## src/verilog/bfc_consts.vh

```
`ifndef BFC_CONSTS_VH
`define BFC_CONSTS_VH

// configuration offsets (byte offsets of the 16-bit registers)
`define BFC_OFF_COMMAND 8'h04
`define BFC_OFF_BRIDGE_CTL 8'h3E

// command register fields
`define BFC_CMD_IO_EN_BIT 0
`define BFC_CMD_MEM_EN_BIT 1
`define BFC_CMD_RESET 16'h0000

// bridge forwarding control fields
`define BFC_BC_ABORT_MODE_BIT 5
`define BFC_BC_FULL_DECODE_BIT 4
`define BFC_BC_VGA_EN_BIT 3
`define BFC_BC_ALIAS_BLOCK_BIT 2
`define BFC_BC_RESET 16'h0000

// legacy display decode ranges
`define BFC_VGA_MEM_LO 32'h000A_0000
`define BFC_VGA_MEM_HI 32'h000B_FFFF
`define BFC_VGA_IO_A_LO 10'h3B0
`define BFC_VGA_IO_A_HI 10'h3BB
`define BFC_VGA_IO_B_LO 10'h3C0
`define BFC_VGA_IO_B_HI 10'h3DF

// data returned for an aborted read
`define BFC_ALL_ONES 32'hFFFF_FFFF

// decision latency in clock cycles from request to answer
`define BFC_DECIDE_CYCLES 1

`endif

```

## src/verilog/bfc_addr_decode.v

```verilog
`timescale 1ns/100ps
`default_nettype none
`include "bfc_consts.vh"

// purely combinational: decisions always follow the current register values
module bfc_addr_decode (
    input wire dirUp,
    input wire isIo,
    input wire [31:0] addr,
    input wire vgaEnable,
    input wire legacyDisplayFullDecode,
    input wire legacyIoAliasBlockEn,
    input wire ioSpaceEnable,
    input wire memSpaceEnable,
    input wire [31:0] ioBase,
    input wire [31:0] ioLimit,
    input wire [31:0] memBase,
    input wire [31:0] memLimit,
    input wire [31:0] prefBase,
    input wire [31:0] prefLimit,
    output reg forward
);
    wire low64k;
    wire [9:0] lowBits;
    wire vgaIoRange;
    wire vgaIoHit;
    wire vgaMemHit;
    wire inIoWindow;
    wire inMemWindow;
    wire aliasHit;

    assign low64k = (addr[31:16] == 16'h0000);
    assign lowBits = addr[9:0];
    assign vgaIoRange = ((lowBits >= `BFC_VGA_IO_A_LO)
        && (lowBits <= `BFC_VGA_IO_A_HI))
        || ((lowBits >= `BFC_VGA_IO_B_LO) && (lowBits <= `BFC_VGA_IO_B_HI));
    // bits 15:10 only take part in the match when full decode is on
    assign vgaIoHit = vgaEnable && low64k && vgaIoRange
        && (!legacyDisplayFullDecode
        || (addr[15:10] == 6'h00));
    assign vgaMemHit = vgaEnable && (addr >= `BFC_VGA_MEM_LO)
        && (addr <= `BFC_VGA_MEM_HI);
    assign inIoWindow = (addr >= ioBase) && (addr <= ioLimit);
    assign inMemWindow = ((addr >= memBase) && (addr <= memLimit))
        || ((addr >= prefBase) && (addr <= prefLimit));
    // top 768 bytes of every 1 KB block below 64 KB: offsets 100h..3FFh
    assign aliasHit = legacyIoAliasBlockEn && inIoWindow && low64k
        && (addr[9:8] != 2'b00);

    always @*
    begin
        forward = 1'b0;
        if (!dirUp)
        begin
            if (isIo)
            begin
                if (vgaIoHit)
                    forward = ioSpaceEnable;
                else
                    forward = ioSpaceEnable && inIoWindow
                        && !aliasHit;
            end
            else
            begin
                if (vgaMemHit)
                    forward = memSpaceEnable;
                else
                    forward = memSpaceEnable && inMemWindow;
            end
        end
        else
        begin
            if (isIo)
            begin
                if (vgaIoHit)
                    forward = 1'b0;
                else if (aliasHit)
                    forward = 1'b1;
                else
                    forward = !inIoWindow;
            end
            else
            begin
                if (vgaMemHit)
                    forward = 1'b0;
                else
                    forward = !inMemWindow;
            end
        end
    end
endmodule // bfc_addr_decode
`default_nettype wire

```

## src/verilog/bfc_forward_ctl.v

```verilog
`timescale 1ns/100ps
`default_nettype none
`include "bfc_consts.vh"

module bfc_forward_ctl (
    input wire clock,
    input wire reset,
    // configuration access
    input wire cfgWrite,
    input wire cfgRead,
    input wire [7:0] cfgOffset,
    input wire [15:0] cfgWriteData,
    output reg cfgReadValid,
    output reg [15:0] cfgReadData,
    // windows held elsewhere in configuration space
    input wire [31:0] ioBase,
    input wire [31:0] ioLimit,
    input wire [31:0] memBase,
    input wire [31:0] memLimit,
    input wire [31:0] prefBase,
    input wire [31:0] prefLimit,
    // downstream request from the primary side
    input wire dnReqValid,
    input wire dnReqIsIo,
    input wire [31:0] dnReqAddr,
    output reg dnDecideValid,
    output reg dnForward,
    // upstream request from the secondary side
    input wire upReqValid,
    input wire upReqIsIo,
    input wire [31:0] upReqAddr,
    output reg upDecideValid,
    output reg upForward,
    // master abort seen on the secondary bus
    input wire masterAbort,
    input wire masterAbortRead,
    input wire masterAbortPosted,
    output reg pcieUnsupportedCpl,
    output reg pcieReadDataValid,
    output reg [31:0] pcieReadData,
    output reg pcieWriteDropped,
    output reg postedAbortError,
    // unsupported request completion seen from PCIe
    input wire pcieUnsupportedRcvd,
    input wire pcieUnsupportedRead,
    output reg pciTargetAbort,
    output reg pciReadDataValid,
    output reg [31:0] pciReadData,
    output reg pciWriteDropped,
    // mode levels for the datapath, registered one clock behind the control register
    output reg abortReportMode,
    output reg vgaEnableOut
);
    reg [15:0] commandReg_q;
    reg [15:0] bridgeCtl_q;
    reg [15:0] readMux_d;

    wire ioSpaceEnable;
    wire memSpaceEnable;
    wire abortMode;
    wire legacyDisplayFullDecode;
    wire vgaEnable;
    wire legacyIoAliasBlockEn;
    wire dnDecision;
    wire upDecision;

    assign ioSpaceEnable = commandReg_q[`BFC_CMD_IO_EN_BIT];
    assign memSpaceEnable = commandReg_q[`BFC_CMD_MEM_EN_BIT];
    assign abortMode = bridgeCtl_q[`BFC_BC_ABORT_MODE_BIT];
    assign legacyDisplayFullDecode = bridgeCtl_q[`BFC_BC_FULL_DECODE_BIT];
    assign vgaEnable = bridgeCtl_q[`BFC_BC_VGA_EN_BIT];
    assign legacyIoAliasBlockEn = bridgeCtl_q[`BFC_BC_ALIAS_BLOCK_BIT];

    // only the bits this block owns are stored; the rest read zero
    always @(posedge clock)
    begin
        if (reset)
        begin
            commandReg_q <= `BFC_CMD_RESET;
            bridgeCtl_q <= `BFC_BC_RESET;
        end
        else if (cfgWrite)
        begin
            if (cfgOffset == `BFC_OFF_COMMAND)
            begin
                commandReg_q[`BFC_CMD_IO_EN_BIT] <=
                    cfgWriteData[`BFC_CMD_IO_EN_BIT];
                commandReg_q[`BFC_CMD_MEM_EN_BIT] <=
                    cfgWriteData[`BFC_CMD_MEM_EN_BIT];
            end
            else if (cfgOffset == `BFC_OFF_BRIDGE_CTL)
            begin
                bridgeCtl_q[`BFC_BC_ABORT_MODE_BIT] <=
                    cfgWriteData[`BFC_BC_ABORT_MODE_BIT];
                bridgeCtl_q[`BFC_BC_FULL_DECODE_BIT] <=
                    cfgWriteData[`BFC_BC_FULL_DECODE_BIT];
                bridgeCtl_q[`BFC_BC_VGA_EN_BIT] <=
                    cfgWriteData[`BFC_BC_VGA_EN_BIT];
                bridgeCtl_q[`BFC_BC_ALIAS_BLOCK_BIT] <=
                    cfgWriteData[`BFC_BC_ALIAS_BLOCK_BIT];
            end
        end
    end

    always @*
    begin
        readMux_d = 16'h0000;
        if (cfgOffset == `BFC_OFF_COMMAND)
            readMux_d = commandReg_q;
        else if (cfgOffset == `BFC_OFF_BRIDGE_CTL)
            readMux_d = bridgeCtl_q;
    end

    always @(posedge clock)
    begin
        if (reset)
        begin
            cfgReadValid <= 1'b0;
            cfgReadData <= 16'h0000;
        end
        else
        begin
            cfgReadValid <= cfgRead;
            if (cfgRead)
                cfgReadData <= readMux_d;
        end
    end

    bfc_addr_decode uDnDecode (
        .dirUp(1'b0),
        .isIo(dnReqIsIo),
        .addr(dnReqAddr),
        .vgaEnable(vgaEnable),
        .legacyDisplayFullDecode(legacyDisplayFullDecode),
        .legacyIoAliasBlockEn(legacyIoAliasBlockEn),
        .ioSpaceEnable(ioSpaceEnable),
        .memSpaceEnable(memSpaceEnable),
        .ioBase(ioBase),
        .ioLimit(ioLimit),
        .memBase(memBase),
        .memLimit(memLimit),
        .prefBase(prefBase),
        .prefLimit(prefLimit),
        .forward(dnDecision)
    );

    bfc_addr_decode uUpDecode (
        .dirUp(1'b1),
        .isIo(upReqIsIo),
        .addr(upReqAddr),
        .vgaEnable(vgaEnable),
        .legacyDisplayFullDecode(legacyDisplayFullDecode),
        .legacyIoAliasBlockEn(legacyIoAliasBlockEn),
        .ioSpaceEnable(ioSpaceEnable),
        .memSpaceEnable(memSpaceEnable),
        .ioBase(ioBase),
        .ioLimit(ioLimit),
        .memBase(memBase),
        .memLimit(memLimit),
        .prefBase(prefBase),
        .prefLimit(prefLimit),
        .forward(upDecision)
    );

    // a request in the same cycle as a write sees the old register value
    always @(posedge clock)
    begin
        if (reset)
        begin
            dnDecideValid <= 1'b0;
            dnForward <= 1'b0;
            upDecideValid <= 1'b0;
            upForward <= 1'b0;
        end
        else
        begin
            dnDecideValid <= dnReqValid;
            dnForward <= dnReqValid && dnDecision;
            upDecideValid <= upReqValid;
            upForward <= upReqValid && upDecision;
        end
    end

    // downstream master abort handling
    always @(posedge clock)
    begin
        if (reset)
        begin
            pcieUnsupportedCpl <= 1'b0;
            pcieReadDataValid <= 1'b0;
            pcieReadData <= 32'h0000_0000;
            pcieWriteDropped <= 1'b0;
            postedAbortError <= 1'b0;
        end
        else
        begin
            pcieUnsupportedCpl <= 1'b0;
            pcieReadDataValid <= 1'b0;
            pcieWriteDropped <= 1'b0;
            postedAbortError <= 1'b0;
            if (masterAbort)
            begin
                if (abortMode)
                begin
                    // posted writes have no completion to carry the error
                    if (masterAbortPosted && !masterAbortRead)
                        postedAbortError <= 1'b1;
                    else
                        pcieUnsupportedCpl <= 1'b1;
                end
                else if (masterAbortRead)
                begin
                    pcieReadDataValid <= 1'b1;
                    pcieReadData <= `BFC_ALL_ONES;
                end
                else
                    pcieWriteDropped <= 1'b1;
            end
        end
    end

    // upstream unsupported request handling
    always @(posedge clock)
    begin
        if (reset)
        begin
            pciTargetAbort <= 1'b0;
            pciReadDataValid <= 1'b0;
            pciReadData <= 32'h0000_0000;
            pciWriteDropped <= 1'b0;
        end
        else
        begin
            pciTargetAbort <= 1'b0;
            pciReadDataValid <= 1'b0;
            pciWriteDropped <= 1'b0;
            if (pcieUnsupportedRcvd)
            begin
                if (abortMode)
                    pciTargetAbort <= 1'b1;
                else if (pcieUnsupportedRead)
                begin
                    pciReadDataValid <= 1'b1;
                    pciReadData <= `BFC_ALL_ONES;
                end
                else
                    pciWriteDropped <= 1'b1;
            end
        end
    end

    always @(posedge clock)
    begin
        if (reset)
        begin
            abortReportMode <= 1'b0;
            vgaEnableOut <= 1'b0;
        end
        else
        begin
            abortReportMode <= abortMode;
            vgaEnableOut <= vgaEnable;
        end
    end
endmodule // bfc_forward_ctl
`default_nettype wire

```

## config.mk

```make
export PLATFORM = sky130hd
export DESIGN_NAME = bfc_forward_ctl
export DESIGN_NICKNAME = d
export VERILOG_FILES = /design/src/verilog/bfc_addr_decode.v /design/src/verilog/bfc_forward_ctl.v
export VERILOG_INCLUDE_DIRS = /design/src /design/src/verilog
export SDC_FILE = /design/constraint.sdc
export NUM_CORES = 1
export LEC_CHECK = 0
export ABC_AREA = 1
export BUFFER_PORTS_ARGS = -buffer_cell sky130_fd_sc_hd__buf_2
export CORE_ASPECT_RATIO = 2
export CORE_MARGIN = 5
export CORE_UTILIZATION = 38
export CTS_BUF_LIST = sky130_fd_sc_hd__clkbuf_2
export DETAILED_ROUTE_END_ITERATION = 16
export PLACE_DENSITY = 0.63
export SLEW_MARGIN = 30
export SYNTH_ARGS = -nofsm -noshare
export SYNTH_HDL_FRONTEND = slang
export SYNTH_SLANG_ARGS = --single-unit
```

## constraint.sdc

```tcl
create_clock -name clock -period 1.6 [get_ports clock]
set_input_delay 0.08 -clock clock [delete_from_list [all_inputs] [get_ports clock]]
set_output_delay 0.08 -clock clock [all_outputs]
set_load 0.005 [all_outputs]
```

; ---- Word-level counts from Yosys, hierarchy flattened
; Index checks and enable logic that the tools add are counted.
; Widths: inputs -> output; s select.
[word_totals]
output_inout_bits = 94
elab_cells = 122
input_bits = 293
ff_bits = 38
[classes]
bitwise_logic = 4
mux = 16
n_eq_ne = 2
n_reduce_logical = 57
order_cmp = 24
[ops]
columns = operator, count
row1 = $ge 32x32->1, 6
row2 = $le 32x32->1, 6
row3 = $ge 32x20->1 const B, 2
row4 = $le 32x20->1 const B, 2
row5 = $ge 10x10->1 const B, 4
row6 = $le 10x10->1 const B, 4
row7 = $logic_and 1x1->1, 32
row8 = $logic_not 16->1, 2
row9 = $mux 1, 14
row10 = $logic_not 6->1, 2
row11 = $mux 6, 2
row12 = $reduce_and 3->1, 3
row13 = $reduce_or 3->1, 3
row14 = $eq 8x3->1 const B, 1
row15 = $eq 8x6->1 const B, 1
row16 = $logic_or 1x1->1, 6
row17 = $logic_not 1->1, 5
row18 = $not 1->1, 4
row19 = $reduce_bool 2->1, 2
row20 = $reduce_and 2->1, 1
row21 = $reduce_or 2->1, 1

; ---- Logic depth before layout (Yosys ltp)
[depth]
word_depth = 10
ltp_mapped = 20
ltp_nobuf = 20

; ---- Cells and area by module
; Synthesis repeated with hierarchy kept, for this count alone.
[unflattened]
hier_cells = 1940
hier_area_um2 = 12215.5
[modules_own_cells]
columns = module, area_per_inst_um2, cells_per_inst, n_inst, seq_area_each_um2
row1 = bfc_addr_decode, 5268.8, 856, 2, 0.0
row2 = bfc_forward_ctl, 1677.9, 228, 1, 560.5

; ---- Worst setup path after synthesis
; Ideal clock, no wire load.
[synth_path]
path_kind = input to register
start = input port prefLimit[31]
end = register dnForward
required_time_ns = 1.485
t_arrival_ns = 1.231
slack_ns = 0.254
n_path_buf = 0
path_stages = 12
setup_ns = 0.115
path_cell_list = inv_1 -> ha_1 -> nand2_1 -> nor3_2 -> and3_1 -> nand2_1 -> nand2_1 -> nand2_1 -> nand2_1 -> nand3_1 -> a21oi_1 -> nor2_1
[synth_via]
elab_chain_cells = 7
[synth_lines]
columns = element, line
row1 = from (decl), bfc_forward_ctl.v:21  ; input wire [31:0] prefLimit,
row2 = $le 32x32->1, bfc_addr_decode.v:45  ; || ((addr >= prefBase) && (addr <= prefLimit));
row3 = $logic_and 1x1->1, bfc_addr_decode.v:45
row4 = $logic_or 1x1->1, bfc_addr_decode.v:45
row5 = $logic_and 1x1->1, bfc_addr_decode.v:68  ; forward = memSpaceEnable && inMemWindow;
row6 = $mux 1, bfc_addr_decode.v:65  ; if (vgaMemHit)
row7 = $mux 1, bfc_addr_decode.v:55  ; if (isIo)
row8 = $logic_and 1x1->1, bfc_forward_ctl.v:178  ; dnForward <= dnReqValid && dnDecision;
row9 = to (signal assigned), bfc_forward_ctl.v:178
row10 = to (decl), bfc_forward_ctl.v:27  ; output reg dnForward,
; Every way passes these cells.
; A chain may end at the register's enable or synchronous reset.

; ---- Final worst setup path
[layout_path]
start = input port reset
end = register pcieWriteDropped
[layout_via]
elab_chain_cells = 1
[layout_lines]
columns = element, line
row1 = from (decl), bfc_forward_ctl.v:7  ; input wire reset,
row2 = $reduce_or 3->1 (no source line), n/a
row3 = to (signal assigned), bfc_forward_ctl.v:192  ; pcieWriteDropped <= 1'b0;
row4 = to (signal assigned), bfc_forward_ctl.v:199  ; pcieWriteDropped <= 1'b0;
row5 = to (signal assigned), bfc_forward_ctl.v:217  ; pcieWriteDropped <= 1'b1;
row6 = to (decl), bfc_forward_ctl.v:41  ; output reg pcieWriteDropped,
; Every way passes these cells.

==> flow_summary.html <==
<table>
<tr><th>Metric</th><th>Value</th></tr>
<tr><th colspan="2">Critical path</th></tr>
<tr><td>Type of the setup path with the least slack</td><td>in2reg</td></tr>
<tr><td>Crit. End Element</td><td>register</td></tr>
<tr><td>Highest net fanout along the worst path</td><td>12</td></tr>
<tr><td>Crit path capture</td><td>pcieWriteDropped</td></tr>
<tr><td>Critical path launch point type</td><td>input port</td></tr>
<tr><td>Startpoint of the most critical register-to-register path</td><td>bridgeCtl_q[5]</td></tr>
<tr><td>Flop2flop setup slack</td><td>between 150 and 200 ps</td></tr>
<tr><td>Worst endpoint required time</td><td>1930 ps</td></tr>
<tr><td>Critical Path AT</td><td>between 1500 and 2000 ps</td></tr>
<tr><td>Worst-case reg-to-reg path depth</td><td>3</td></tr>
<tr><td>R2R Path End</td><td>pciTargetAbort</td></tr>
<tr><td>Crit path from</td><td>reset</td></tr>
<tr><th colspan="2">Floorplan</th></tr>
<tr><td>Die W</td><td>approximately 130 microns</td></tr>
<tr><td>Starting density of the core</td><td>roughly two fifths</td></tr>
<tr><td>Die area</td><td>approximately 0.033 sq mm</td></tr>
<tr><td>Rows</td><td>about 90</td></tr>
<tr><td>Area inside the core boundary</td><td>between 0.02 and 0.03 sq mm</td></tr>
<tr><td>Vert. Die Dim</td><td>between 200 and 300 microns</td></tr>
<tr><td>Io pins</td><td>~390</td></tr>
<tr><th colspan="2">STA</th></tr>
<tr><td>Post-route worst setup slack</td><td>100.0 ps</td></tr>
<tr><td>Worst clock skew</td><td>between 60 and 70 ps</td></tr>
<tr><td>Peak Freq</td><td>666.7 MHz</td></tr>
<tr><td>Final total negative setup slack</td><td>0 ps</td></tr>
<tr><td>Hold violation total from the final report</td><td>0</td></tr>
<tr><td>Period Utilization, post-route</td><td>a little over nine tenths</td></tr>
<tr><td>Min cycle time layout</td><td>1500 ps</td></tr>
<tr><td>Total setup violations reported at the end of the flow</td><td>0</td></tr>
<tr><td>Number of slew-limit violations in the final report</td><td>0</td></tr>
<tr><th colspan="2">Logic synthesis</th></tr>
<tr><td>Fraction of post-synthesis cell area in the top cell type by area</td><td>about 43%</td></tr>
<tr><td>Yosys cell types</td><td>35</td></tr>
<tr><td>Number of register bits inferred by synthesis</td><td>28</td></tr>
<tr><td>Sequential cell area fraction in the yosys report</td><td>under 10%</td></tr>
<tr><td>EDFF count, synth</td><td>0</td></tr>
<tr><td>Post-Synthesis Cells</td><td>about 1700</td></tr>
<tr><td>Post-synthesis async set-or-reset flop share</td><td>0%</td></tr>
<tr><td>Post-Synthesis Cell Area</td><td>about 0.011 sq mm</td></tr>
<tr><td>Mean post-synth cell area</td><td>6.628 sq um</td></tr>
<tr><td>Leading register cell type out of synthesis</td><td>sky130_fd_sc_hd__dfxtp_1</td></tr>
<tr><td>Synth Warn #</td><td>0</td></tr>
<tr><td>Main area contributors after synthesis</td><td>sky130_fd_sc_hd__ha_1 (43%), sky130_fd_sc_hd__nand2_1 (12%), sky130_fd_sc_hd__inv_1 (9.2%), sky130_fd_sc_hd__a21oi_1 (8.2%), sky130_fd_sc_hd__dfxtp_1 (5.0%)</td></tr>
<tr><td>Area leader, netlist</td><td>sky130_fd_sc_hd__ha_1</td></tr>
<tr><th colspan="2">Route</th></tr>
<tr><td>Number of nets still failing antenna checks after routing</td><td>0</td></tr>
<tr><td>Total iterations of the first detailed-routing run</td><td>6</td></tr>
<tr><td>Detail-routed via count per cell</td><td>between 5 and 6</td></tr>
<tr><td>Violation count after the first detailed-routing iteration</td><td>520</td></tr>
<tr><td>WL final</td><td>45540 microns</td></tr>
<tr><td>Total number of vias</td><td>approximately 13000</td></tr>
<tr><td>Routed WL per cell</td><td>17.91 microns</td></tr>
<tr><td>DRC</td><td>0</td></tr>
<tr><th colspan="2">Placement</th></tr>
<tr><td>Input/output buffers</td><td>366</td></tr>
<tr><td>Final HPWL from detailed placement</td><td>between 40000 and 50000 microns</td></tr>
<tr><td>Post-placement setup slack</td><td>-381.1 ps</td></tr>
<tr><td>Routability congestion estimate</td><td>about 0.97</td></tr>
<tr><th colspan="2">Worst hold path</th></tr>
<tr><td>Start point of the worst min-delay path</td><td>cfgWrite</td></tr>
<tr><td>Type of the worst min-delay path</td><td>in2reg</td></tr>
<tr><th colspan="2">Cells and area</th></tr>
<tr><td>Area occupied by multi-input gates</td><td>0.008979 sq mm</td></tr>
<tr><td>Post-Route Utilization</td><td>between 50% and 60%</td></tr>
<tr><td>Filler cell count in the final layout</td><td>2986</td></tr>
<tr><td>Storage cell area</td><td>560.5 sq um</td></tr>
<tr><td>Fraction of layout cells with a size suffix above 1</td><td>a little over a quarter</td></tr>
<tr><td>Growth of design area from synthesis to finish</td><td>30.86%</td></tr>
<tr><td>Total Nets Final</td><td>about 2900</td></tr>
<tr><th colspan="2">Clocking</th></tr>
<tr><td>Clock tree root driver cell</td><td>sky130_fd_sc_hd__clkbuf_2</td></tr>
<tr><td>Number of sinks on the clock net</td><td>28</td></tr>
<tr><td>Total CTS buffers</td><td>3</td></tr>
<tr><td>Worst-skew pair later-pin latency</td><td>around 450 ps</td></tr>
<tr><td>TritonCTS clock tree</td><td>built</td></tr>
<tr><td>Total number of H-tree levels</td><td>1</td></tr>
<tr><td>Deepest clock path buffer count</td><td>2</td></tr>
<tr><td>CTS clock-pin slew for the worst setup and hold paths</td><td>approximately 280 ps</td></tr>
<tr><th colspan="2">Pwr</th></tr>
<tr><td>Power spent charging and discharging nets</td><td>2345 uW</td></tr>
<tr><td>PD cells</td><td>~340 mW/mm^2</td></tr>
<tr><td>Comb power frac</td><td>~75%</td></tr>
<tr><td>Sum of internal, switching and leakage power</td><td>approximately 4900 uW</td></tr>
<tr><td>Clock power frac</td><td>under 10%</td></tr>
<tr><td>Sw Share</td><td>a little under half</td></tr>
<tr><td>Int Pwr</td><td>approximately 2600 uW</td></tr>
<tr><td>Leakage power summed over all cells</td><td>just under 0.009 uW</td></tr>
<tr><td>Sequential group share of total power</td><td>between 10% and 20%</td></tr>
<tr><td>Worst vdd rail ir drop</td><td>roughly 0.26 mV</td></tr>
<tr><th colspan="2">GRT</th></tr>
<tr><td>Global-route congestion overflow total</td><td>0</td></tr>
<tr><td>Pin count of the biggest net entering global routing</td><td>34</td></tr>
<tr><td>First-pass GRT wire length</td><td>around 67000 microns</td></tr>
<tr><td>Via count of the first global-routing pass</td><td>roughly 13000</td></tr>
<tr><td>Global-route usage over all layers</td><td>between 20% and 30%</td></tr>
<tr><td>Number of antenna violations at the first check in global routing</td><td>5</td></tr>
<tr><th colspan="2">Status</th></tr>
<tr><td>Status</td><td>complete, no violations</td></tr>
<tr><th colspan="2">Run</th></tr>
<tr><td>Number of max-cap violations</td><td>0</td></tr>
</table>
[layer usage]
layer | up-vias | GRT usage (%) | wire, microns
met5 | - | 0 | 0
met4 | 0 | 16.30 | 3390
met3 | 147 | 1.822 | 2143
met2 | 469 | 49.88 | 24180
met1 | 5807 | 26.54 | 15820
li1 | 6537 | - | -
[cell families (layout without fill, tap and decap cells)]
group                      Yosys count  after routing  synth area share (%)
buffers and inverters              360            850                 14.64
AOI/OAI and AO/OA                  284            284                 13.71
adders and majority gates          384            384                 43.18
other                                1             15               0.03370
and+or+nand+nor                    622            622                 23.41
DFF                                 28             28                 5.037
[power groups by stage]
stage                     registers (uW)  logic [uW]  clock network [uW]
after floorplan                      763        2040                   0
after global placement               740        3510                   0
after detailed placement             740        3620                   0
after CTS                            729        3680                 494
after global routing                 731        4190                 510
final                                729        3690                 485
[state kept, by name, summed over array words and instances (netlist names)]
register,count
upForward,1
pcieReadData,1
cfgReadValid,1
pcieReadDataValid,1
bridgeCtl_q,4
pciReadDataValid,1
dnForward,1
vgaEnableOut,1
pciWriteDropped,1
dnDecideValid,1
pciReadData,1
pcieWriteDropped,1
pciTargetAbort,1
postedAbortError,1
abortReportMode,1
pcieUnsupportedCpl,1
cfgReadData,6
upDecideValid,1
commandReg_q,2
[through the flow]
step / hold slack (ps) / instances / instance area, sq um
final: 60.33 / 2543 / 14560
after global routing: 81.25 / 2543 / 14560
after CTS: 0.02337 / 2530 / 14470
after detailed placement: 258.7 / 2505 / 14210
after global placement: 259.2 / 2505 / 14210
after floorplan: 151.7 / 1688 / 11160
[placed cells by master, fill, tap and decap left out, types with 11 or more instances in the layout]
cell                            synthesis  final
sky130_fd_sc_hd__inv_2                 11     11
sky130_fd_sc_hd__buf_2                  0    366
sky130_fd_sc_hd__ha_1                 384    384
sky130_fd_sc_hd__nand3_1               45     45
sky130_fd_sc_hd__o21ai_0               27     27
sky130_fd_sc_hd__inv_1                273    272
sky130_fd_sc_hd__dfxtp_1               28     28
sky130_fd_sc_hd__nand2_1              368    368
sky130_fd_sc_hd__o21a_1                16     16
sky130_fd_sc_hd__o21ai_1               35     35
sky130_fd_sc_hd__nor3_1                11     11
sky130_fd_sc_hd__buf_4                 72    162
sky130_fd_sc_hd__dlygate4sd3_1          0     25
sky130_fd_sc_hd__a21oi_1              182    182
sky130_fd_sc_hd__nand4_1               34     34
sky130_fd_sc_hd__nor2_1               140    140
[critical path, cell delays in order]
cell                            delay, ps
sky130_fd_sc_hd__dlygate4sd3_1        540
sky130_fd_sc_hd__buf_2                270
sky130_fd_sc_hd__clkinvlp_4           200
sky130_fd_sc_hd__nand3_1              150
sky130_fd_sc_hd__nor2_1                50
sky130_fd_sc_hd__dlygate4sd3_1        540
[cell usage after synthesis, types with 2 or more instances]
cell type,number
sky130_fd_sc_hd__buf_4,72
sky130_fd_sc_hd__nor3_2,7
sky130_fd_sc_hd__and3_1,2
sky130_fd_sc_hd__nand3_1,45
sky130_fd_sc_hd__inv_2,11
sky130_fd_sc_hd__ha_1,384
sky130_fd_sc_hd__a31oi_1,3
sky130_fd_sc_hd__nor4_1,6
sky130_fd_sc_hd__nor3_1,11
sky130_fd_sc_hd__a21oi_1,182
sky130_fd_sc_hd__a21o_1,9
sky130_fd_sc_hd__o21ai_0,27
sky130_fd_sc_hd__nor2_2,2
sky130_fd_sc_hd__o211ai_1,6
sky130_fd_sc_hd__nor2_1,140
sky130_fd_sc_hd__dfxtp_1,28
sky130_fd_sc_hd__nand4_1,34
sky130_fd_sc_hd__o21ai_1,35
sky130_fd_sc_hd__o21a_1,16
sky130_fd_sc_hd__a21oi_2,2
sky130_fd_sc_hd__inv_1,273
sky130_fd_sc_hd__nand2_1,368
sky130_fd_sc_hd__clkinv_1,2
sky130_fd_sc_hd__nand2_2,2
sky130_fd_sc_hd__a32o_1,2
[worst min-delay path by stage]
stage                                   to  slack [ps]  depth (start not counted)
after floorplan            pciWriteDropped         150                          1
after global placement     pciWriteDropped         260                          2
after detailed placement  pcieWriteDropped         260                          2
after CTS                   cfgReadData[1]        0.02                          6
after global routing       commandReg_q[1]          80                          4
final                      commandReg_q[0]          60                          4
[timing repair]
action / in CTS / in global routing
endpoints found under the setup margin: 0 / 3
gates resized for setup: 0 / 2
endpoints found under the hold margin: 26 / 1
buffers inserted: 0 / 4
hold buffers: 21 / 4
[area by class of cell]
class / instances / area share (%)
Tap cell: 360 / 3.093
Sequential cell: 28 / 3.849
Antenna cell: 5 / 0.08592
Clock buffer: 3 / 0.1031
Clock inverter: 1 / 0.2062
Multi-Input combinational cell: 1300 / 61.65
Inverter: 286 / 7.398
Timing Repair Buffer: 560 / 23.61
No activity file was read; power rests on OpenSTA's default activity.
